<file path="config.mk">
export PLATFORM = sky130hd
export DESIGN_NAME = fpm_mapper
export DESIGN_NICKNAME = d
export VERILOG_FILES = /design/src/core/fpm_pkg.sv /design/src/core/fpm_fifo.sv /design/src/core/fpm_mapper.sv
export SDC_FILE = /design/constraint.sdc
export NUM_CORES = 1
export LEC_CHECK = 0
export BUFFER_PORTS_ARGS = -buffer_cell sky130_fd_sc_hd__buf_2
export CAP_MARGIN = 5
export CELL_PAD_IN_SITES_DETAIL_PLACEMENT = 0
export CELL_PAD_IN_SITES_GLOBAL_PLACEMENT = 2
export CORE_MARGIN = 10
export CORE_UTILIZATION = 38
export DETAILED_ROUTE_END_ITERATION = 8
export PLACE_DENSITY = 0.84
export SYNTH_ARGS = -nofsm -noshare
export SYNTH_HDL_FRONTEND = slang
export SYNTH_HIERARCHICAL = 1
export SYNTH_SLANG_ARGS = --single-unit
</file>
<file path="constraint.sdc">
create_clock -name clk -period 7.65 [get_ports clk]
set_input_delay 1.1475 -clock clk [delete_from_list [all_inputs] [get_ports clk]]
set_output_delay 1.1475 -clock clk [all_outputs]
set_load 0.05 [all_outputs]
</file>
<file path="src/core/fpm_pkg.sv">
// shared constants and carriers of the process-data mapper
// assumes one 40 MHz clock domain, synchronous active-low reset
package fpm_pkg;
   localparam int unsigned CLK_HZ        = 40_000_000;
   localparam int unsigned BAUD          = 57_600;
   localparam int unsigned BAUD_DIV      = CLK_HZ / BAUD;
   // least output periods per mode, in ms
   localparam int unsigned PER_M1_MS     = 12;
   localparam int unsigned PER_M2_MS     = 17;
   localparam int unsigned PER_M3_MS     = 17;
   localparam int unsigned PER_M4_MS     = 15;
   localparam int unsigned PER_M5_MS     = 20;
   localparam int unsigned PER_M6_MS     = 30;
   localparam int unsigned CYC_PER_MS    = CLK_HZ / 1000;
   // image lengths in bytes per mode
   localparam logic [3:0]  LEN_M1        = 4'h8;
   localparam logic [3:0]  LEN_M2        = 4'h0; // 16 wraps to 0
   localparam logic [3:0]  LEN_M3        = 4'hA;
   localparam logic [3:0]  LEN_M4        = 4'hC;
   localparam logic [3:0]  LEN_M5        = 4'hE;
   localparam logic [3:0]  LEN_M6        = 4'hF;
   // control byte fields
   localparam int unsigned CB_STBY_ALT   = 0;
   localparam int unsigned CB_DIR        = 1;
   localparam int unsigned CB_STBY_TRIGGER_TWO  = 2;
   localparam int unsigned CB_TRI1       = 3;
   localparam int unsigned CB_CLEAR      = 4;
   localparam int unsigned CB_SET_LO     = 5;
   localparam int unsigned CB_RESTORE    = 7;
   // status byte fields
   localparam int unsigned ST_ERR        = 0;
   localparam int unsigned ST_SIG        = 1;
   localparam int unsigned ST_VSIGN      = 2;
   localparam int unsigned ST_LSIGN      = 3;
   localparam logic [7:0]  CTRL_RST      = 8'h00;
   localparam logic [2:0]  MODE_RST      = 3'h1;

   typedef struct packed {
      logic [15:0] counter;
      logic        velNeg;
      logic [31:0] velocity;   // 0.00001 m/s
      logic [15:0] rate;       // 0.1 %
      logic [31:0] integral;
      logic [31:0] msTimer;
      logic        lenNeg;
      logic [47:0] length;     // 0.0001 m, internal range wider
      logic [7:0]  illum;
      logic [7:0]  exposure;
      logic [7:0]  errCode;
      logic        sigOk;
      logic        errFlag;
      logic [7:0]  temp;
   } fpm_meas_s;

   typedef struct packed {
      logic       standby;
      logic       direction;
      logic       trigOne;
      logic       trigTwo;
      logic       clearErr;   // one-cycle pulse
      logic       restore;    // one-cycle pulse
      logic [1:0] paramSet;
   } fpm_ctl_s;

   typedef enum logic [3:0] {
      ST_IDLE  = 4'b0001,
      ST_WAIT  = 4'b0010,
      ST_LOAD  = 4'b0100,
      ST_SEND  = 4'b1000
   } fpm_state_e;
endpackage : fpm_pkg

</file>
<file path="src/core/fpm_fifo.sv">
// byte fifo between image builder and serial transmitter
// assumes one clock, synchronous active-low reset
`timescale 1ns/100ps
module fpm_fifo #(
   parameter int WIDTH = 8,
   parameter int DEPTH = 16
) (
   input  wire logic             clk,     // clock
   input  wire logic             rst_b,   // sync reset, low
   input  wire logic             ce,      // clock enable
   input  wire logic [WIDTH-1:0] inData,  // write data
   input  wire logic             inValid, // write request
   output logic                  inReady, // space left
   output logic      [WIDTH-1:0] outData, // head word
   output logic                  outValid,// not empty
   input  wire logic             outReady // reader takes head
);
   localparam int AW = $clog2(DEPTH);
   logic [WIDTH-1:0] mem [DEPTH];
   logic [AW-1:0]    wrPtr_q;
   logic [AW-1:0]    rdPtr_q;
   logic [AW:0]      count_q;
   logic             push;
   logic             pop;

   assign inReady  = (count_q != (AW+1)'(DEPTH));
   assign outValid = (count_q != '0);
   assign push     = inValid && inReady;
   assign pop      = outValid && outReady;
   assign outData  = mem[rdPtr_q];

   always_ff @(posedge clk) begin
      if (ce && push) begin
         mem[wrPtr_q] <= inData;
      end
   end

   always_ff @(posedge clk) begin
      if (!rst_b) begin
         wrPtr_q <= '0;
         rdPtr_q <= '0;
         count_q <= '0;
      end else if (ce) begin
         if (push) wrPtr_q <= wrPtr_q + 1'b1;
         if (pop)  rdPtr_q <= rdPtr_q + 1'b1;
         if (push && !pop) count_q <= count_q + 1'b1;
         else if (pop && !push) count_q <= count_q - 1'b1;
      end
   end
endmodule : fpm_fifo

</file>
<file path="src/core/fpm_mapper.sv">
// process-data mapper: builds cyclic input image, decodes control byte,
// and sends the image most significant byte first over an 8N1 serial line.
// assumes measurements arrive as a struct from the sensor core.
`timescale 1ns/100ps
// What this block does
// RULE1 - mode 1 image: counter, velocity, rate; period at least 12 ms
// RULE2 - mode 2 adds velocity integral and ms timer; period 17 ms
// RULE3 - mode 3 adds illumination and exposure; mode 5 after length
// RULE4 - mode 4 adds 32-bit length; period at least 15 ms
// RULE5 - mode 6 adds length, error code, status, temperature; 30 ms
// RULE6 - velocity 0.00001 m/s, length 0.0001 m, rate 0.1 percent units
// RULE7 - multi-byte fields are magnitudes, most significant byte first
// RULE8 - sent length wraps at 32 bits; internal count keeps going
// RULE9 - velocity always unsigned; direction only in mode 6 status
// RULE10 - status: length sign, velocity sign, signal, error bits
// RULE11 - control bit 1 drives measurement direction
// RULE12 - bit 3 is trigger one; bit 2 standby or trigger two
// RULE13 - rising edge of control bit 4 clears error data once
// RULE14 - bits 6:5 select parameter set; bit 7 starts restore
// RULE15 - controller returns bit 7 to zero after restore request
// RULE16 - bit 2 high requests standby; device enters standby
// RULE17 - with trigger-select set, bit 0 requests standby instead
// RULE18 - sensor format setting must match the chosen mode
// RULE19 - internal serial link enabled at 57600 baud, no parity
// RULE20 - output continuous at period or on trigger events
// RULE21 - fields packed contiguously from first image byte
module fpm_mapper
   import fpm_pkg::*;
(
   input  wire logic             clk,          // 40 MHz clock
   input  wire logic             rst_b,        // sync reset, low
   input  wire logic             ce,           // clock enable
   input  wire logic [2:0]       modeSel,      // mode 1..6
   input  wire logic             triggerSel,   // trigger-select param
   input  wire logic             serialOutputSync, // trigger-synchronous
   input  wire logic [7:0]       ctrlIn,       // control byte from bus
   input  wire logic             ctrlWe,       // control byte strobe
   input  wire fpm_pkg::fpm_meas_s meas,       // current measurement
   output fpm_pkg::fpm_ctl_s     ctl,          // decoded actions
   output logic [7:0]            controlByte,  // control byte readback
   output logic [7:0]            deviceStatusByte, // status byte
   output logic [7:0]            imgData,      // image byte
   output logic                  imgValid,     // image byte strobe
   output logic                  imgLast,      // last byte of image
   output logic                  serialTx      // internal serial line
);
   import fpm_pkg::*;

   logic [7:0]   ctrl_q;
   logic         clrPrev_q;
   logic         restPrev_q;
   fpm_ctl_s     ctl_q;
   fpm_state_e   state_q;
   logic [31:0]  perCnt_q;
   logic [31:0]  perLim;
   logic [3:0]   imgLen;
   logic [3:0]   byteIdx_q;
   logic [127:0] image_q;
   logic [127:0] imageNow;
   logic [7:0]   statusNow;
   logic [7:0]   status_q;
   logic         lastByte;
   logic         sendByte;
   logic         baudTick;
   logic         trigSeen;
   logic         trigPrev_q;
   logic         fifoInReady;
   logic [7:0]   fifoOut;
   logic         fifoOutValid;
   logic         txTake;
   logic [9:0]   txShift_q;
   logic [3:0]   txBits_q;
   logic [15:0]  baudCnt_q;
   logic [7:0]   imgData_q;
   logic         imgValid_q;
   logic         imgLast_q;

   // control byte register
   always_ff @(posedge clk) begin
      if (!rst_b) ctrl_q <= CTRL_RST;
      else if (ce && ctrlWe) ctrl_q <= ctrlIn;
   end
   assign controlByte = ctrl_q;

   // earlier levels of the edge-triggered bits; they reset to 0 so a
   // bit set by the first write after reset counts as a rise
   always_ff @(posedge clk) begin
      if (!rst_b) begin
         clrPrev_q  <= 1'b0;
         restPrev_q <= 1'b0;
      end else if (ce) begin
         clrPrev_q  <= ctrl_q[CB_CLEAR];
         restPrev_q <= ctrl_q[CB_RESTORE];
      end
   end

   // actions follow the register one cycle later
   always_ff @(posedge clk) begin
      if (!rst_b) begin
         ctl_q <= '0;
      end else if (ce) begin
         ctl_q.direction <= ctrl_q[CB_DIR]; // RULE11
         ctl_q.trigOne   <= ctrl_q[CB_TRI1]; // RULE12
         // RULE16 RULE17 bit 2 is standby unless trigger-select moves it
         ctl_q.standby   <= triggerSel ? ctrl_q[CB_STBY_ALT]
                                       : ctrl_q[CB_STBY_TRIGGER_TWO];
         ctl_q.trigTwo   <= triggerSel & ctrl_q[CB_STBY_TRIGGER_TWO]; // RULE12
         ctl_q.clearErr  <= ctrl_q[CB_CLEAR] & ~clrPrev_q; // RULE13
         ctl_q.paramSet  <= ctrl_q[CB_SET_LO+1:CB_SET_LO]; // RULE14
         // restore fires once per set; the controller must drop bit 7
         ctl_q.restore   <= ctrl_q[CB_RESTORE] & ~restPrev_q; // RULE14 RULE15
      end
   end
   assign ctl = ctl_q;

   // RULE10 RULE9 signs live only in the status byte
   assign statusNow = {4'h0, meas.lenNeg, meas.velNeg,
                       meas.sigOk, meas.errFlag};
   // registered so the fieldbus side reads a settled byte; it lags
   // the measurement by one cycle
   always_ff @(posedge clk) begin
      if (!rst_b) status_q <= '0;
      else if (ce) status_q <= statusNow; // RULE10
   end
   assign deviceStatusByte = status_q;

   // RULE21 RULE7 RULE6 left-justified big-endian image; values are
   // already magnitudes in the documented units from the sensor core
   always_comb begin
      imageNow = '0;
      unique case (modeSel)
         3'd2: imageNow = {meas.counter, meas.velocity, meas.rate,
                           meas.integral, meas.msTimer}; // RULE2
         3'd3: imageNow = {meas.counter, meas.velocity, meas.rate,
                           meas.illum, meas.exposure, 48'h0}; // RULE3
         3'd4: imageNow = {meas.counter, meas.velocity, meas.rate,
                           meas.length[31:0], 32'h0}; // RULE4 RULE8
         3'd5: imageNow = {meas.counter, meas.velocity, meas.rate,
                           meas.length[31:0], meas.illum,
                           meas.exposure, 16'h0}; // RULE3 RULE8
         3'd6: imageNow = {meas.counter, meas.velocity, meas.rate,
                           meas.length[31:0], meas.errCode,
                           statusNow, meas.temp, 8'h0}; // RULE5
         default: imageNow = {meas.counter, meas.velocity, meas.rate,
                              64'h0}; // RULE1
      endcase
   end

   always_comb begin
      perLim = 32'(PER_M1_MS * CYC_PER_MS);
      imgLen = LEN_M1;
      unique case (modeSel)
         3'd2: begin
            perLim = 32'(PER_M2_MS * CYC_PER_MS); // RULE2
            imgLen = LEN_M2;
         end
         3'd3: begin
            perLim = 32'(PER_M3_MS * CYC_PER_MS); // RULE3
            imgLen = LEN_M3;
         end
         3'd4: begin
            perLim = 32'(PER_M4_MS * CYC_PER_MS); // RULE4
            imgLen = LEN_M4;
         end
         3'd5: begin
            perLim = 32'(PER_M5_MS * CYC_PER_MS); // RULE3
            imgLen = LEN_M5;
         end
         3'd6: begin
            perLim = 32'(PER_M6_MS * CYC_PER_MS); // RULE5
            imgLen = LEN_M6;
         end
         default: begin
            perLim = 32'(PER_M1_MS * CYC_PER_MS); // RULE1
            imgLen = LEN_M1;
         end
      endcase
   end

   // the OR of both trigger inputs rising counts as an event; a level held
   // high gives only one event
   always_ff @(posedge clk) begin
      if (!rst_b) trigPrev_q <= 1'b0;
      else if (ce) trigPrev_q <= ctl_q.trigOne | ctl_q.trigTwo;
   end
   assign trigSeen = (ctl_q.trigOne | ctl_q.trigTwo) & ~trigPrev_q;

   // mode 2 is 16 bytes: its length code wraps to 0 in four bits, so
   // the compare is kept four bits wide on purpose
   assign lastByte = (byteIdx_q + 4'h1) == imgLen;
   assign sendByte = (state_q == ST_SEND) && fifoInReady;

   // period counter; it still runs in triggered mode so that triggers
   // never come faster than the least period; counted from the load
   // state, so frames are at least perLim + 1 cycles apart
   always_ff @(posedge clk) begin
      if (!rst_b) begin
         perCnt_q <= '0;
      end else if (ce) begin
         if (state_q == ST_LOAD) begin
            perCnt_q <= perLim - 32'h1;
         end else if (perCnt_q != '0) begin
            perCnt_q <= perCnt_q - 32'h1;
         end
      end
   end

   // frame sequencer; a frame under way completes even in standby
   always_ff @(posedge clk) begin
      if (!rst_b) begin
         state_q <= ST_IDLE;
      end else if (ce) begin
         unique case (state_q)
            ST_IDLE: begin
               if (!ctl_q.standby) state_q <= ST_WAIT; // RULE16
            end
            ST_WAIT: begin
               if (ctl_q.standby) begin
                  state_q <= ST_IDLE; // RULE16
               end else if (perCnt_q == '0 &&
                            (!serialOutputSync || trigSeen)) begin // RULE20
                  state_q <= ST_LOAD;
               end
            end
            ST_LOAD: begin
               state_q <= ST_SEND;
            end
            ST_SEND: begin
               if (sendByte && lastByte) state_q <= ST_WAIT;
            end
         endcase
      end
   end

   // byte index within the frame under way
   always_ff @(posedge clk) begin
      if (!rst_b) begin
         byteIdx_q <= '0;
      end else if (ce) begin
         if (state_q == ST_LOAD) begin
            byteIdx_q <= '0;
         end else if (sendByte) begin
            byteIdx_q <= byteIdx_q + 4'h1;
         end
      end
   end

   // RULE7 the top byte of the shifter is always the next one out;
   // spare low bytes stay zero and are never sent
   always_ff @(posedge clk) begin
      if (!rst_b) begin
         image_q <= '0;
      end else if (ce) begin
         if (state_q == ST_LOAD) begin
            image_q <= imageNow;
         end else if (sendByte) begin
            image_q <= {image_q[119:0], 8'h00};
         end
      end
   end

   // image bytes towards the fieldbus controller; a byte is shown
   // only when the fifo took it, so both sides see the same stream
   always_ff @(posedge clk) begin
      if (!rst_b) imgValid_q <= 1'b0;
      else if (ce) imgValid_q <= sendByte;
   end

   always_ff @(posedge clk) begin
      if (!rst_b) imgData_q <= '0;
      else if (ce) imgData_q <= image_q[127:120]; // RULE7
   end

   always_ff @(posedge clk) begin
      if (!rst_b) imgLast_q <= 1'b0;
      else if (ce) imgLast_q <= sendByte && lastByte; // RULE21
   end
   assign imgData  = imgData_q;
   assign imgValid = imgValid_q;
   assign imgLast  = imgLast_q;

   // the fifo lets the image go out at one byte a cycle while the
   // serial line drains it; a full fifo holds the sequencer in send
   fpm_fifo #(
      .WIDTH (8),
      .DEPTH (16)
   ) u_fifo (
      .clk      (clk),
      .rst_b    (rst_b),
      .ce       (ce),
      .inData   (image_q[127:120]),
      .inValid  (state_q == ST_SEND),
      .inReady  (fifoInReady),
      .outData  (fifoOut),
      .outValid (fifoOutValid),
      .outReady (txTake)
   );

   // RULE19 8N1 transmitter at 57600 baud, stalls the fifo while busy
   assign txTake   = fifoOutValid && (txBits_q == '0);
   assign baudTick = (txBits_q != '0) && (baudCnt_q == '0);

   // stop bit and idle both shift in ones, so the line rests high
   always_ff @(posedge clk) begin
      if (!rst_b) begin
         txShift_q <= 10'h3FF;
      end else if (ce) begin
         if (txTake) begin
            txShift_q <= {1'b1, fifoOut, 1'b0};
         end else if (baudTick) begin
            txShift_q <= {1'b1, txShift_q[9:1]};
         end
      end
   end

   // bits left in the frame, start and stop included
   always_ff @(posedge clk) begin
      if (!rst_b) begin
         txBits_q <= '0;
      end else if (ce) begin
         if (txTake) begin
            txBits_q <= 4'hA;
         end else if (baudTick) begin
            txBits_q <= txBits_q - 4'h1;
         end
      end
   end

   // the divider rounds down, so each bit is a little short of nominal,
   // well inside what an ordinary receiver accepts
   always_ff @(posedge clk) begin
      if (!rst_b) begin
         baudCnt_q <= '0;
      end else if (ce) begin
         if (txTake || baudTick) begin
            baudCnt_q <= 16'(BAUD_DIV - 1);
         end else if (txBits_q != '0) begin
            baudCnt_q <= baudCnt_q - 16'h1;
         end
      end
   end
   assign serialTx = txShift_q[0]; // RULE19
endmodule : fpm_mapper

</file>
# Word level (Yosys, flattened, before mapping)
# Memories as Yosys holds them, arrays and structs flattened. A register that Yosys moved wholly into a read port is not among the register bits.
# Index checks and enable logic that the tools add are counted.
op_classes:
  add_sub_neg: 9
  mul: 0
  div: 0
  n_lt_le_gt_ge: 0
  n_eq_ne: 14
  shifts: 0
  muxes: 27
  n_bitwise: 8
  n_reduce_logical: 35
op_table:
  columns: ["op", "n"]
  rows:
  - ["$pmux 64 s5", 1]
  - ["$mux 128", 2]
  - ["$pmux 21 s4", 1]
  - ["$mux 32", 2]
  - ["$sub 32x1->32 const B", 2]
  - ["$mux 4", 10]
  - ["$logic_not 32->1", 1]
  - ["$mux 16", 2]
  - ["$reduce_bool 32->1", 1]
  - ["$mux 10", 2]
  - ["$pmux 4 s5", 1]
  - ["$logic_not 16->1", 1]
  - ["$pmux 4 s4", 1]
  - ["$sub 16x1->16 const B", 1]
  - ["$reduce_and 2->1", 7]
  - ["$add 4x1->4 const B", 3]
  - ["$logic_and 1x1->1", 10]
  - ["$mux 5", 2]
  - ["$reduce_bool 2->1", 5]
  - ["$eq 3x3->1 const B", 3]
  - ["$eq 3x2->1 const B", 2]
  - ["$add 5x1->5 const B", 1]
  - ["$ne 5x5->1 const B", 1]
  - ["$reduce_bool 5->1", 1]
  - ["other kinds (19)", 30]
word_totals:
  reg_bits: 244
  latch_bits: 0
  mem_bits_rw: 128
  romBits: 0
  output_inout_bits: 35
  wordCells: 119
  n_memories: 1
mem_list:
  columns: ["name", "depth", "width", "rd", "rd_ports_with_merged_regs", "write_ports", "line", "source"]
  rows:
  - ["u_fifo.mem", 16, 8, 1, 1, 1, "fpm_fifo.sv:19", "logic [WIDTH-1:0] mem [DEPTH];"]

# Depth between registers and ports, before layout
# Gate-level depths: netlist of run 1.
depth:
  word_depth: 7
  ltp_mapped: 13

# Cells and area by module
# The synthesis of run 1 kept the hierarchy.
by_module_without_submodules:
  columns: ["mod", "n_inst", "cells_each", "area_each_um2", "seq_area_each_um2"]
  rows:
  - ["fpm_mapper", 1, 1471, 11378.4, 4604.4]
  - ["fpm_fifo", 1, 312, 5786.8, 4184.0]

# Least setup slack after synthesis of run 1
# No wires, ideal clock.
synth_path:
  path_type: "input port to flip-flop"
  from: "input modeSel[2]"
  to: "register perCnt_q[29]"
  setup_time_ns: 0.070
  arrival_ns: 3.254
  slack_ns: 4.326
  cell_stages: 11
  cell_sequence: "clkbuf_1 inv_1 clkbuf_1 ha_1 buf_2 o211a_1 a31oi_1 or3_1 buf_2 or3_1 a21oi_1"
synth_between:
  elab_chain_cells: 5
  word_cells_on_any_way: 9
  classes_between: "add/sub: 1; eq/ne: 5; mux: 2; reduce/logical: 1"
synth_rtl:
  columns: ["item", "line", "source"]
  rows:
  - ["start, declared", "fpm_mapper.sv:33", "input wire logic [2:0] modeSel,"]
  - ["$eq 3x2->1", "fpm_mapper.sv:152", "unique case (modeSel)"]
  - ["$reduce_or 2->1 (no source line)", null, null]
  - ["$pmux 21 s4 (*)", "fpm_mapper.sv:152", null]
  - ["$sub 32x1->32 (*)", "fpm_mapper.sv:201", "perCnt_q <= perLim - 32'h1;"]
  - ["$mux 32 (*)", "fpm_mapper.sv:200", "if (state_q == ST_LOAD) begin"]
  - ["end signal, assigned", "fpm_mapper.sv:201", null]
  - ["end signal, assigned", "fpm_mapper.sv:203", "perCnt_q <= perCnt_q - 32'h1;"]
  - ["end, declared", "fpm_mapper.sv:54", "logic [31:0] perCnt_q;"]
# Mark *: on every way between the ends. The rest lies on a longest branch, timed or not.
# A chain may end at the register's enable or synchronous reset.

# Final worst setup path of run 1
layout_path:
  from: "register state_q[3]"
  to: "memory u_fifo.mem[1][7] (enable)"
layout_between:
  elab_chain_cells: 5
layout_rtl:
  columns: ["item", "line", "source"]
  rows:
  - ["start, declared", "fpm_mapper.sv:53", "fpm_state_e state_q;"]
  - ["start signal, assigned", "fpm_mapper.sv:211", "state_q <= ST_IDLE;"]
  - ["start signal, assigned", "fpm_mapper.sv:215", "if (!ctl_q.standby) state_q <= ST_WAIT;"]
  - ["start signal, assigned", "fpm_mapper.sv:219", "state_q <= ST_IDLE;"]
  - ["$eq 4x4->1", "fpm_mapper.sv:292", ".inValid (state_q == ST_SEND),"]
  - ["$logic_and 1x1->1", "fpm_fifo.sv:28", "assign push = inValid && inReady;"]
  - ["$logic_and 1x1->1", "fpm_fifo.sv:33", "if (ce && push) begin"]
  - ["$mux 1", "fpm_fifo.sv:33", null]
  - ["$mux 1 (not written as such)", "fpm_fifo.sv:34", "mem[wrPtr_q] <= inData;"]
  - ["end, declared", "fpm_fifo.sv:19", null]
# No other way between the ends.

==> results of run 1 <==
worst max-delay path: cells and delay by family (launching register included):
family,cells,cell delay [ns]
flip-flops,1,0.47
AND/OR/NAND/NOR,3,2.09
AO/OA/AOI/OAI,1,0.54
metal layers:
layer / part of all wire [%] / GRT usage [%]
met1: 45 / 24.1
met5: 0.026 / 0
met3: 5.0 / 3.93
met4: 1.4 / 3.79
met2: 49 / 30.7
cells by family after synthesis:
| family | share of synthesized area [%] |
|---|---|
| AOI/OAI and AO/OA | 18.6 |
| other | 0.0218 |
| muxes | 5.96 |
| and+or+nand+nor | 17.7 |
| DFF | 51.2 |
| adders and majority gates | 1.28 |
| buffers and inverters | 3.74 |
| xor gates and xnor gates | 1.48 |
power by group through the flow:
stage	Combinational, mW	Clock [mW]	Sequential, mW
after global placement	1.34	0	2.35
after floorplan	1.02	0	2.34
after global routing	1.52	2.09	2.33
after CTS	1.36	2.01	2.31
after detailed placement	1.36	0	2.35
final	1.36	1.96	2.31
cell usage in the layout, fill, tap and decap left out, drive strengths merged, types with 10 or more instances in the layout:
master / instances
a211oi: 24
a21boi: 16
a21oi: 116
a22oi: 42
a311oi: 65
buf: 258
clkbuf: 61
clkinv: 11
dfxtp: 247
edfxtp: 128
ha: 16
inv: 20
mux2i: 29
mux4: 32
nand2: 264
nand2b: 10
nand3: 68
nor2: 187
nor3: 30
nor4: 21
o21ai: 150
or4: 11
xnor2: 20
area by class of cell:
type	instances	area, sq um
clock inverter	14	133
multi-input combinational	1253	7760
timing repair buffer	258	1340
clock buffer	61	1190
sequential	375	8790
antenna	3	7.51
tap	592	741
fill	4319	24400
inverter	18	70.1
metrics by stage:
step	utilization [%]	worst slack, ns
CTS	45.1	4.01
floorplan	-	4.33
detailed placement	42.1	3.61
global placement	42.1	3.63
finish	45.1	4.15
global route	45.1	3.86
state kept, by name, indices dropped and copies added, names as in the netlist, 4 cells and up, named ones only:
register	flops
txShift_q	9
u_fifo/rdPtr_q	4
controlByte	8
imgData	8
txBits_q	4
u_fifo/mem	128
ctl	8
deviceStatusByte	4
state_q	4
baudCnt_q	16
image_q	128
byteIdx_q	4
perCnt_q	32
u_fifo/count_q	5
u_fifo/wrPtr_q	4
how the worst max path moves through the flow:
stage	cells past startpoint	end	start	slack, ns
global placement	5	image_q[63]$_SDFFE_PN0P_	modeSel[1]	3.63
global route	4	u_fifo/mem[1][7]$_DFFE_PP_	state_q[3]$_SDFFE_PN0P_	3.86
floorplan	11	perCnt_q[29]$_SDFFE_PN0P_	modeSel[2]	4.33
finish	4	u_fifo/mem[1][7]$_DFFE_PP_	state_q[3]$_SDFFE_PN0P_	4.15
detailed placement	5	image_q[63]$_SDFFE_PN0P_	modeSel[1]	3.61
CTS	4	u_fifo/mem[0][0]$_DFFE_PP_	state_q[3]$_SDFFE_PN0P_	4.01
==> impl_metrics.py, run 1 <==
metrics = {
    "grt": {
        "antenna_found_initial": 4,
        "grt_pass1_vias": 13900,
        "grt_pass1_wl_um": 79800,
        "track_usage_pct": 18.4,
        "grt_max_degree": 135,
        "overflow": 0,
    },
    "critical_path": {
        "r2r_slack_ns": 4.15,
        "cp.arrival_ns": 3.68,
        "cp.required_ns": 7.83,
        "worstReg2RegEnd": "u_fifo/mem[1][7]$_DFFE_PP_",
        "worstRegToRegCells": 4,
        "cp_max_fo": 8,
        "endpoint_kind": "flop",
        "crit_type": "reg2reg",
        "slowest_stage": "nor3_1",
        "path_cells": "nor4b_2 > a21boi_0 > nand3_1 > nor3_1",
        "critPathMaxStageDelay_ns": 0.96,
        "r2r_start": "state_q[3]$_SDFFE_PN0P_",
        "start_kind": "flop",
    },
    "place": {
        "place_inst": 2495,
        "port_buffers": 243,
        "gp_congestion": 0.816,
        "placed_cell_area_sq_um": 18700,
        "place_hpwl_um": 33800,
    },
    "drt": {
        "drc": 0,
        "vias": 14200,
        "avgViaCountPerCell": 5.50,
        "antenna_left": 0,
        "drt_iter0_drc": 1107,
        "dr.pass1.iters": 5,
        "wl_per_cell_um": 19.8,
        "drt-total-wl_um": 50900,
    },
    "clocking": {
        "ctsHoldBuffers": 0,
        "clk_latency_ns": 0.57,
        "cts_sinks": 375,
        "clockBufferDepth": 3,
        "clk_pin_slew_ns": 0.06,
        "cts_resized": 0,
        "cts_setup_buffers": 0,
        "htree_levels": 2,
        "cts_tree": "built",
        "cts_made_buffers": 42,
        "cts-root-buf": "clkbuf_16",
    },
    "floorplan": {
        "rows": 77,
        "boundaryPins": 264,
        "dieArea_sq_um": 54100,
        "initial_core_util_pct": 38.6,
        "die_w_um": 233,
        "core_area_sq_um": 44400,
        "die_h_um": 233,
    },
    "min_path": {
        "min_to": "ctl[3]$_SDFFE_PN0P_",
        "holdPathStages": 2,
        "hold_start": "ctl[3]$_SDFFE_PN0P_",
        "holdCritPathClass": "reg2reg",
    },
    "synthesis": {
        "synthTopCellsByCount": "nand2_1, dfxtp_1, nor2_1, o21ai_0, edfxtp_1",
        "syn_area_sq_um": 17200,
        "yosys_register_bits": 375,
        "synth_warnings": 6,
        "post-synth-top-count-cell": "nand2_1",
        "netlist_instances": 1783,
        "synth-main-ff-cell": "dfxtp_1",
        "syn_area_per_cell_sq_um": 9.63,
        "synth_seq_area_share_pct": 51.2,
        "synth_area_leaders": "dfxtp_1, edfxtp_1, nand2_1",
        "synthDominantCellAreaShare_pct": 28.8,
        "yosysTopAreaCell": "dfxtp_1",
        "synth_edf_count": 128,
        "async_flop_share_pct": 0,
        "yosysUniqueCellTypes": 84,
    },
    "timing": {
        "report.final.slew_viol_count": 0,
        "min_period_ns": 3.50,
        "clock_skew_ns": 0.0179,
        "worst_pin_slew_ns": 1.14,
        "rsz0062_at_grt": "no",
        "setup-violations-final": 0,
        "post-route-period-util_pct": 45.8,
        "relSlewSlack_pct": 23.5,
        "timing.setup.tns_ns": 0,
        "timing.hold.ws_ns": 0.462,
        "max_freq_mhz": 286,
        "hold_viol": 0,
    },
    "power_and_ir_drop": {
        "seq_power_share_pct": 41.0,
        "power.share.clock_pct": 34.7,
        "netSwitchingPower_mw": 1.80,
        "irDropWorstVdd_mv": 0.195,
        "power.total_mw": 5.63,
        "pwr-share-comb_pct": 24.2,
        "power.internal_mw": 3.83,
        "power_leakage_nw": 6.86,
        "p_per_area_nw_per_um2": 281,
        "p_sw_share_pct": 31.9,
    },
    "layout": {
        "fin_cells": 2574,
        "syn_to_final_growth_pct": 16.8,
        "drive_above_1_share_pct": 19.8,
        "stdcell_area_sq_um": 20000,
        "layout.nets": 2194,
    },
    "run_status": {
        "outcome": "completed",
    },
    "flow_run": {
        "max-cap-violations": 0,
    },
}
Note: power is estimated with default switching activity, not from simulation.
==> inputs of run 2 (changes only) <==
Settings changed: CORE_UTILIZATION 38 to 36, PLACE_DENSITY 0.84 to 0.81.
Clock period 7.65 ns to 3.4 ns, I/O delays scaled along.
==> impl_metrics.py, run 2 (same netlist as run 1, synthesis figures left out) <==
metrics = {
    "critical_path": {
        "cp.required_ns": 3.92,
        "crit_type": "reg2reg",
        "worstReg2RegEnd": "perCnt_q[29]$_SDFFE_PN0P_",
        "endpoint_kind": "flop",
        "cp_max_fo": 46,
        "crit_start": "state_q[0]$_SDFFE_PN1P_",
        "worstRegToRegCells": 7,
        "r2r_slack_ns": 0.58,
        "r2r_start": "state_q[0]$_SDFFE_PN1P_",
        "cp.arrival_ns": 3.34,
        "start_kind": "flop",
    },
    "drt": {
        "drc": 0,
        "dr.pass1.iters": 5,
        "wl_per_cell_um": 19.7,
        "antenna_left": 0,
        "drt_iter0_drc": 898,
        "vias": 14300,
        "drt-total-wl_um": 51900,
        "avgViaCountPerCell": 5.45,
    },
    "min_path": {
        "holdCritPathClass": "in2reg",
        "min_to": "image_q[7]$_SDFFE_PN0P_",
        "hold_start": "meas[90]",
        "holdPathStages": 3,
    },
    "grt": {
        "grt_max_degree": 104,
        "grt_pass1_vias": 14500,
        "overflow": 0,
        "grt_pass1_wl_um": 82500,
        "track_usage_pct": 18.0,
        "antenna_found_initial": 1,
    },
    "power_and_ir_drop": {
        "p_per_area_nw_per_um2": 632,
        "irDropWorstVdd_mv": 0.318,
        "power.total_mw": 13.0,
        "power_leakage_nw": 7.12,
    },
    "floorplan": {
        "rows": 79,
        "die_w_um": 238,
        "initial_core_util_pct": 36.6,
        "core_area_sq_um": 46900,
        "dieArea_sq_um": 56800,
        "die_h_um": 238,
        "boundaryPins": 264,
    },
    "clocking": {
        "cts_sinks": 375,
        "clk_latency_ns": 0.59,
        "htree_levels": 2,
        "ctsHoldBuffers": 0,
        "cts_tree": "built",
        "cts_made_buffers": 43,
        "clockBufferDepth": 3,
        "cts-root-buf": "clkbuf_16",
        "cts_setup_buffers": 0,
        "cts_resized": 0,
        "clk_pin_slew_ns": 0.06,
    },
    "place": {
        "gp_congestion": 0.819,
        "place_hpwl_um": 36000,
        "post-place-ws_ns": 0.605,
        "port_buffers": 243,
    },
    "timing": {
        "post-route-period-util_pct": 82.9,
        "report.final.slew_viol_count": 0,
        "timing.setup.tns_ns": 0,
        "setup-violations-final": 0,
        "max_freq_mhz": 355,
        "relSlewSlack_pct": 28.2,
        "worst_pin_slew_ns": 1.07,
        "layout_setup_ws_ns": 0.582,
        "rsz0062_at_grt": "no",
        "hold_viol": 0,
        "clock_skew_ns": 0.0181,
        "min_period_ns": 2.82,
    },
    "layout": {
        "layout.nets": 2234,
        "multi_input_area_sq_um": 7760,
        "drive_above_1_share_pct": 21.5,
        "fill_cells": 4675,
        "mostFrequentLayoutCells": "nand2_1, dfxtp_1, buf_2",
        "reg_top3": "image_q x128, u_fifo/mem x128, perCnt_q x32",
        "syn_to_final_growth_pct": 19.4,
        "regArea_sq_um": 8790,
        "final_common_cell": "nand2_1",
    },
    "flow_run": {
        "max-cap-violations": 0,
    },
    "run_status": {
        "outcome": "completed",
    },
}
## run 2: metrics by stage
step | cells | hold slack, ns | instance area [sq um] | util (%)
2_1_floorplan | 1786 | 0.424 | 17200 | -
3_3_place_gp | 2550 | 0.447 | 19100 | 40.7
3_5_place_dp | 2550 | 0.446 | 19100 | 40.7
4_1_cts | 2628 | 0.144 | 20500 | 43.7
5_1_grt | 2629 | 0.161 | 20500 | 43.8
6_report | 2629 | 0.173 | 20500 | 43.8
## run 2: per-layer routing
layer	track usage [%]	vias up	routed length [um]
met5	0	-	0
met4	4.54	0	925
met3	3.98	58	2730
met2	30.2	359	25100
met1	23.2	6943	23100
li1	-	6970	-
## run 2: how the worst max path moves through the flow
| stage | end | slack, ns | depth (start not counted) |
|---|---|---|---|
| 6_report | perCnt_q[29]$_SDFFE_PN0P_ | 0.58 | 7 |
| 5_1_grt | baudCnt_q[1]$_SDFFE_PN0P_ | 0.14 | 9 |
| 4_1_cts | perCnt_q[29]$_SDFFE_PN0P_ | 0.57 | 7 |
| 3_5_place_dp | perCnt_q[29]$_SDFFE_PN0P_ | 0.61 | 7 |
| 3_3_place_gp | perCnt_q[29]$_SDFFE_PN0P_ | 0.62 | 7 |
| 2_1_floorplan | perCnt_q[14]$_SDFFE_PN0P_ | 0.63 | 11 |
## run 2: layout make-up
cell class | instances | share of cell area, %
Clock buffer | 58 | 5.87
Timing Repair Buffer | 297 | 8.29
Inverter | 18 | 0.342
Tap cell | 607 | 3.71
Clock inverter | 20 | 1.03
Sequential cell | 375 | 42.9
Antenna cell | 1 | 0.0122
Multi-Input combinational cell | 1253 | 37.9
## run 2: critical path, cell delays in order (launching register included)
cell	delay, ns
dfxtp_1	0.47
or4b_4	0.33
buf_4	0.45
and4_1	0.35
nand3_1	0.17
or3_1	0.46
or3_1	0.38
a21oi_1	0.15
## run 2: report_power, final
group | switching [mW] | internal, mW
clock | 1.94 | 2.66
sequential | 0.317 | 4.89
combinational | 1.90 | 1.26
==> inputs of run 3 (changes only) <==
Settings changed: CORE_UTILIZATION 36 to 32, PLACE_DENSITY 0.81 to 0.76.
Clock period 3.4 ns to 2.4 ns, I/O delays scaled along.
==> impl_metrics.py, run 3 (same netlist as run 1, synthesis figures left out) <==
metrics = {
    "run_status": {
        "outcome": "completed",
    },
    "critical_path": {
        "endpoint_kind": "flop",
        "crit_type": "reg2reg",
        "start_kind": "flop",
        "cp_max_fo": 5,
        "cp.required_ns": 2.86,
        "r2r_slack_ns": 0.09,
        "cp.arrival_ns": 2.77,
    },
    "floorplan": {
        "die_w_um": 252,
        "initial_core_util_pct": 32.5,
        "dieArea_sq_um": 63300,
        "core_area_sq_um": 52900,
        "die_h_um": 252,
        "boundaryPins": 264,
        "rows": 84,
    },
    "layout": {
        "stdcell_area_sq_um": 21400,
        "layout.nets": 2312,
        "reg_top3": "image_q x128, u_fifo/mem x128, perCnt_q x32",
        "final_common_cell": "nand2_1",
        "utilization_pct": 40.5,
        "regArea_sq_um": 8790,
        "drive_above_1_share_pct": 24.8,
        "multi_input_area_sq_um": 7840,
        "fill_cells": 5292,
        "syn_to_final_growth_pct": 24.6,
        "mostFrequentLayoutCells": "nand2_1, dfxtp_1, buf_2",
    },
    "drt": {
        "wl_per_cell_um": 19.4,
        "dr.pass1.iters": 5,
        "avgViaCountPerCell": 5.25,
        "drt_iter0_drc": 965,
        "vias": 14600,
        "drt-total-wl_um": 54100,
        "drc": 0,
        "antenna_left": 0,
    },
    "place": {
        "place_hpwl_um": 37700,
        "gp_congestion": 0.839,
        "port_buffers": 243,
        "placed_cell_area_sq_um": 19700,
    },
    "grt": {
        "grt_max_degree": 103,
        "antenna_found_initial": 3,
        "grt_pass1_vias": 14800,
        "track_usage_pct": 16.5,
        "grt_pass1_wl_um": 84300,
        "overflow": 0,
    },
    "timing": {
        "report.final.slew_viol_count": 0,
        "relSlewSlack_pct": 38.6,
        "setup-violations-final": 0,
        "post-route-period-util_pct": 96.4,
        "worst_pin_slew_ns": 0.917,
        "clock_skew_ns": 0.0305,
        "hold_viol": 0,
        "min_period_ns": 2.31,
        "max_freq_mhz": 432,
        "timing.setup.tns_ns": 0,
    },
    "clocking": {
        "clk_latency_ns": 0.59,
        "cts_made_buffers": 44,
        "cts-root-buf": "clkbuf_16",
        "htree_levels": 2,
        "clockBufferDepth": 3,
        "cts_tree": "built",
        "cts_sinks": 375,
        "clk_pin_slew_ns": 0.07,
    },
    "power_and_ir_drop": {
        "power_leakage_nw": 7.56,
        "irDropWorstVdd_mv": 0.565,
        "power.share.clock_pct": 34.3,
        "seq_power_share_pct": 37.5,
        "power.internal_mw": 13.5,
        "netSwitchingPower_mw": 6.08,
        "power.total_mw": 19.5,
        "p_per_area_nw_per_um2": 914,
        "pwr-share-comb_pct": 28.2,
        "p_sw_share_pct": 31.1,
    },
    "min_path": {
        "holdCritPathClass": "in2reg",
    },
    "flow_run": {
        "max-cap-violations": 0,
    },
}
-- run 3: cell type report --
type                    count  share of cell area (%)
repair buffers            374                    11.1
multi-input cells        1253                    36.6
diodes                      1                  0.0117
clock buffers              68                    5.94
well taps                 688                    4.02
inverters                  18                   0.328
flip-flops and latches    375                    41.1
clock inverters            12                   0.877
-- run 3: through the flow --
stage | std cells | worst slack [ns] | hold slack [ns]
2_1_floorplan | 1786 | -0.0560 | 0.424
3_3_place_gp | 2696 | 0.0394 | 0.445
3_5_place_dp | 2696 | 0.00342 | 0.452
4_1_cts | 2781 | 0.0629 | 0.00260
5_1_grt | 2788 | -0.0226 | 0.0226
6_report | 2789 | 0.0852 | 0.0438
-- run 3: metal layers --
metal	wire, um	GRT usage (%)	vias to the layer above	share of wire, %
met5	11	0	-	0.020
li1	-	-	7134	-
met4	1380	5.00	2	2.5
met3	2640	3.45	82	4.9
met2	26500	28.2	341	49
met1	23600	20.6	7077	44
-- run 3: final timing paths --
path,cells after the start,to,from
worst max-delay path,7,state_q[2]$_SDFFE_PN0P_,perCnt_q[7]$_SDFFE_PN0P_
worst min-delay path,2,txShift_q[0]$_SDFFE_PN1P_,rst_b
worst max register to register,7,state_q[2]$_SDFFE_PN0P_,perCnt_q[7]$_SDFFE_PN0P_
worst min register to register,2,txShift_q[0]$_SDFFE_PN1P_,txShift_q[0]$_SDFFE_PN1P_
-- run 3: what timing repair did --
item	CTS	global route
pin swaps	0	6
hold buffers	5	0
setup buffers	0	6
endpoints found under the hold margin	5	0
endpoints found under the setup margin	1	55
gates cloned	0	1
gates resized for setup	1	15
-- run 3: power by group through the flow --
stage	clock (mW)	combinational [mW]	sequential, mW
finish	6.71	5.51	7.33
global route	7.15	6.08	7.38
CTS	6.92	5.25	7.30
detailed placement	0	5.21	7.43
global placement	0	5.15	7.42
floorplan	0	3.29	7.46
-- run 3: critical path, cell delays in order, from the launching register on --
cell	delay, ns
dfxtp_1	0.38
nor4_4	0.44
nand2_1	0.11
or4_1	0.63
o21ai_1	0.22
buf_4	0.16
mux2i_1	0.19
nor2_1	0.05
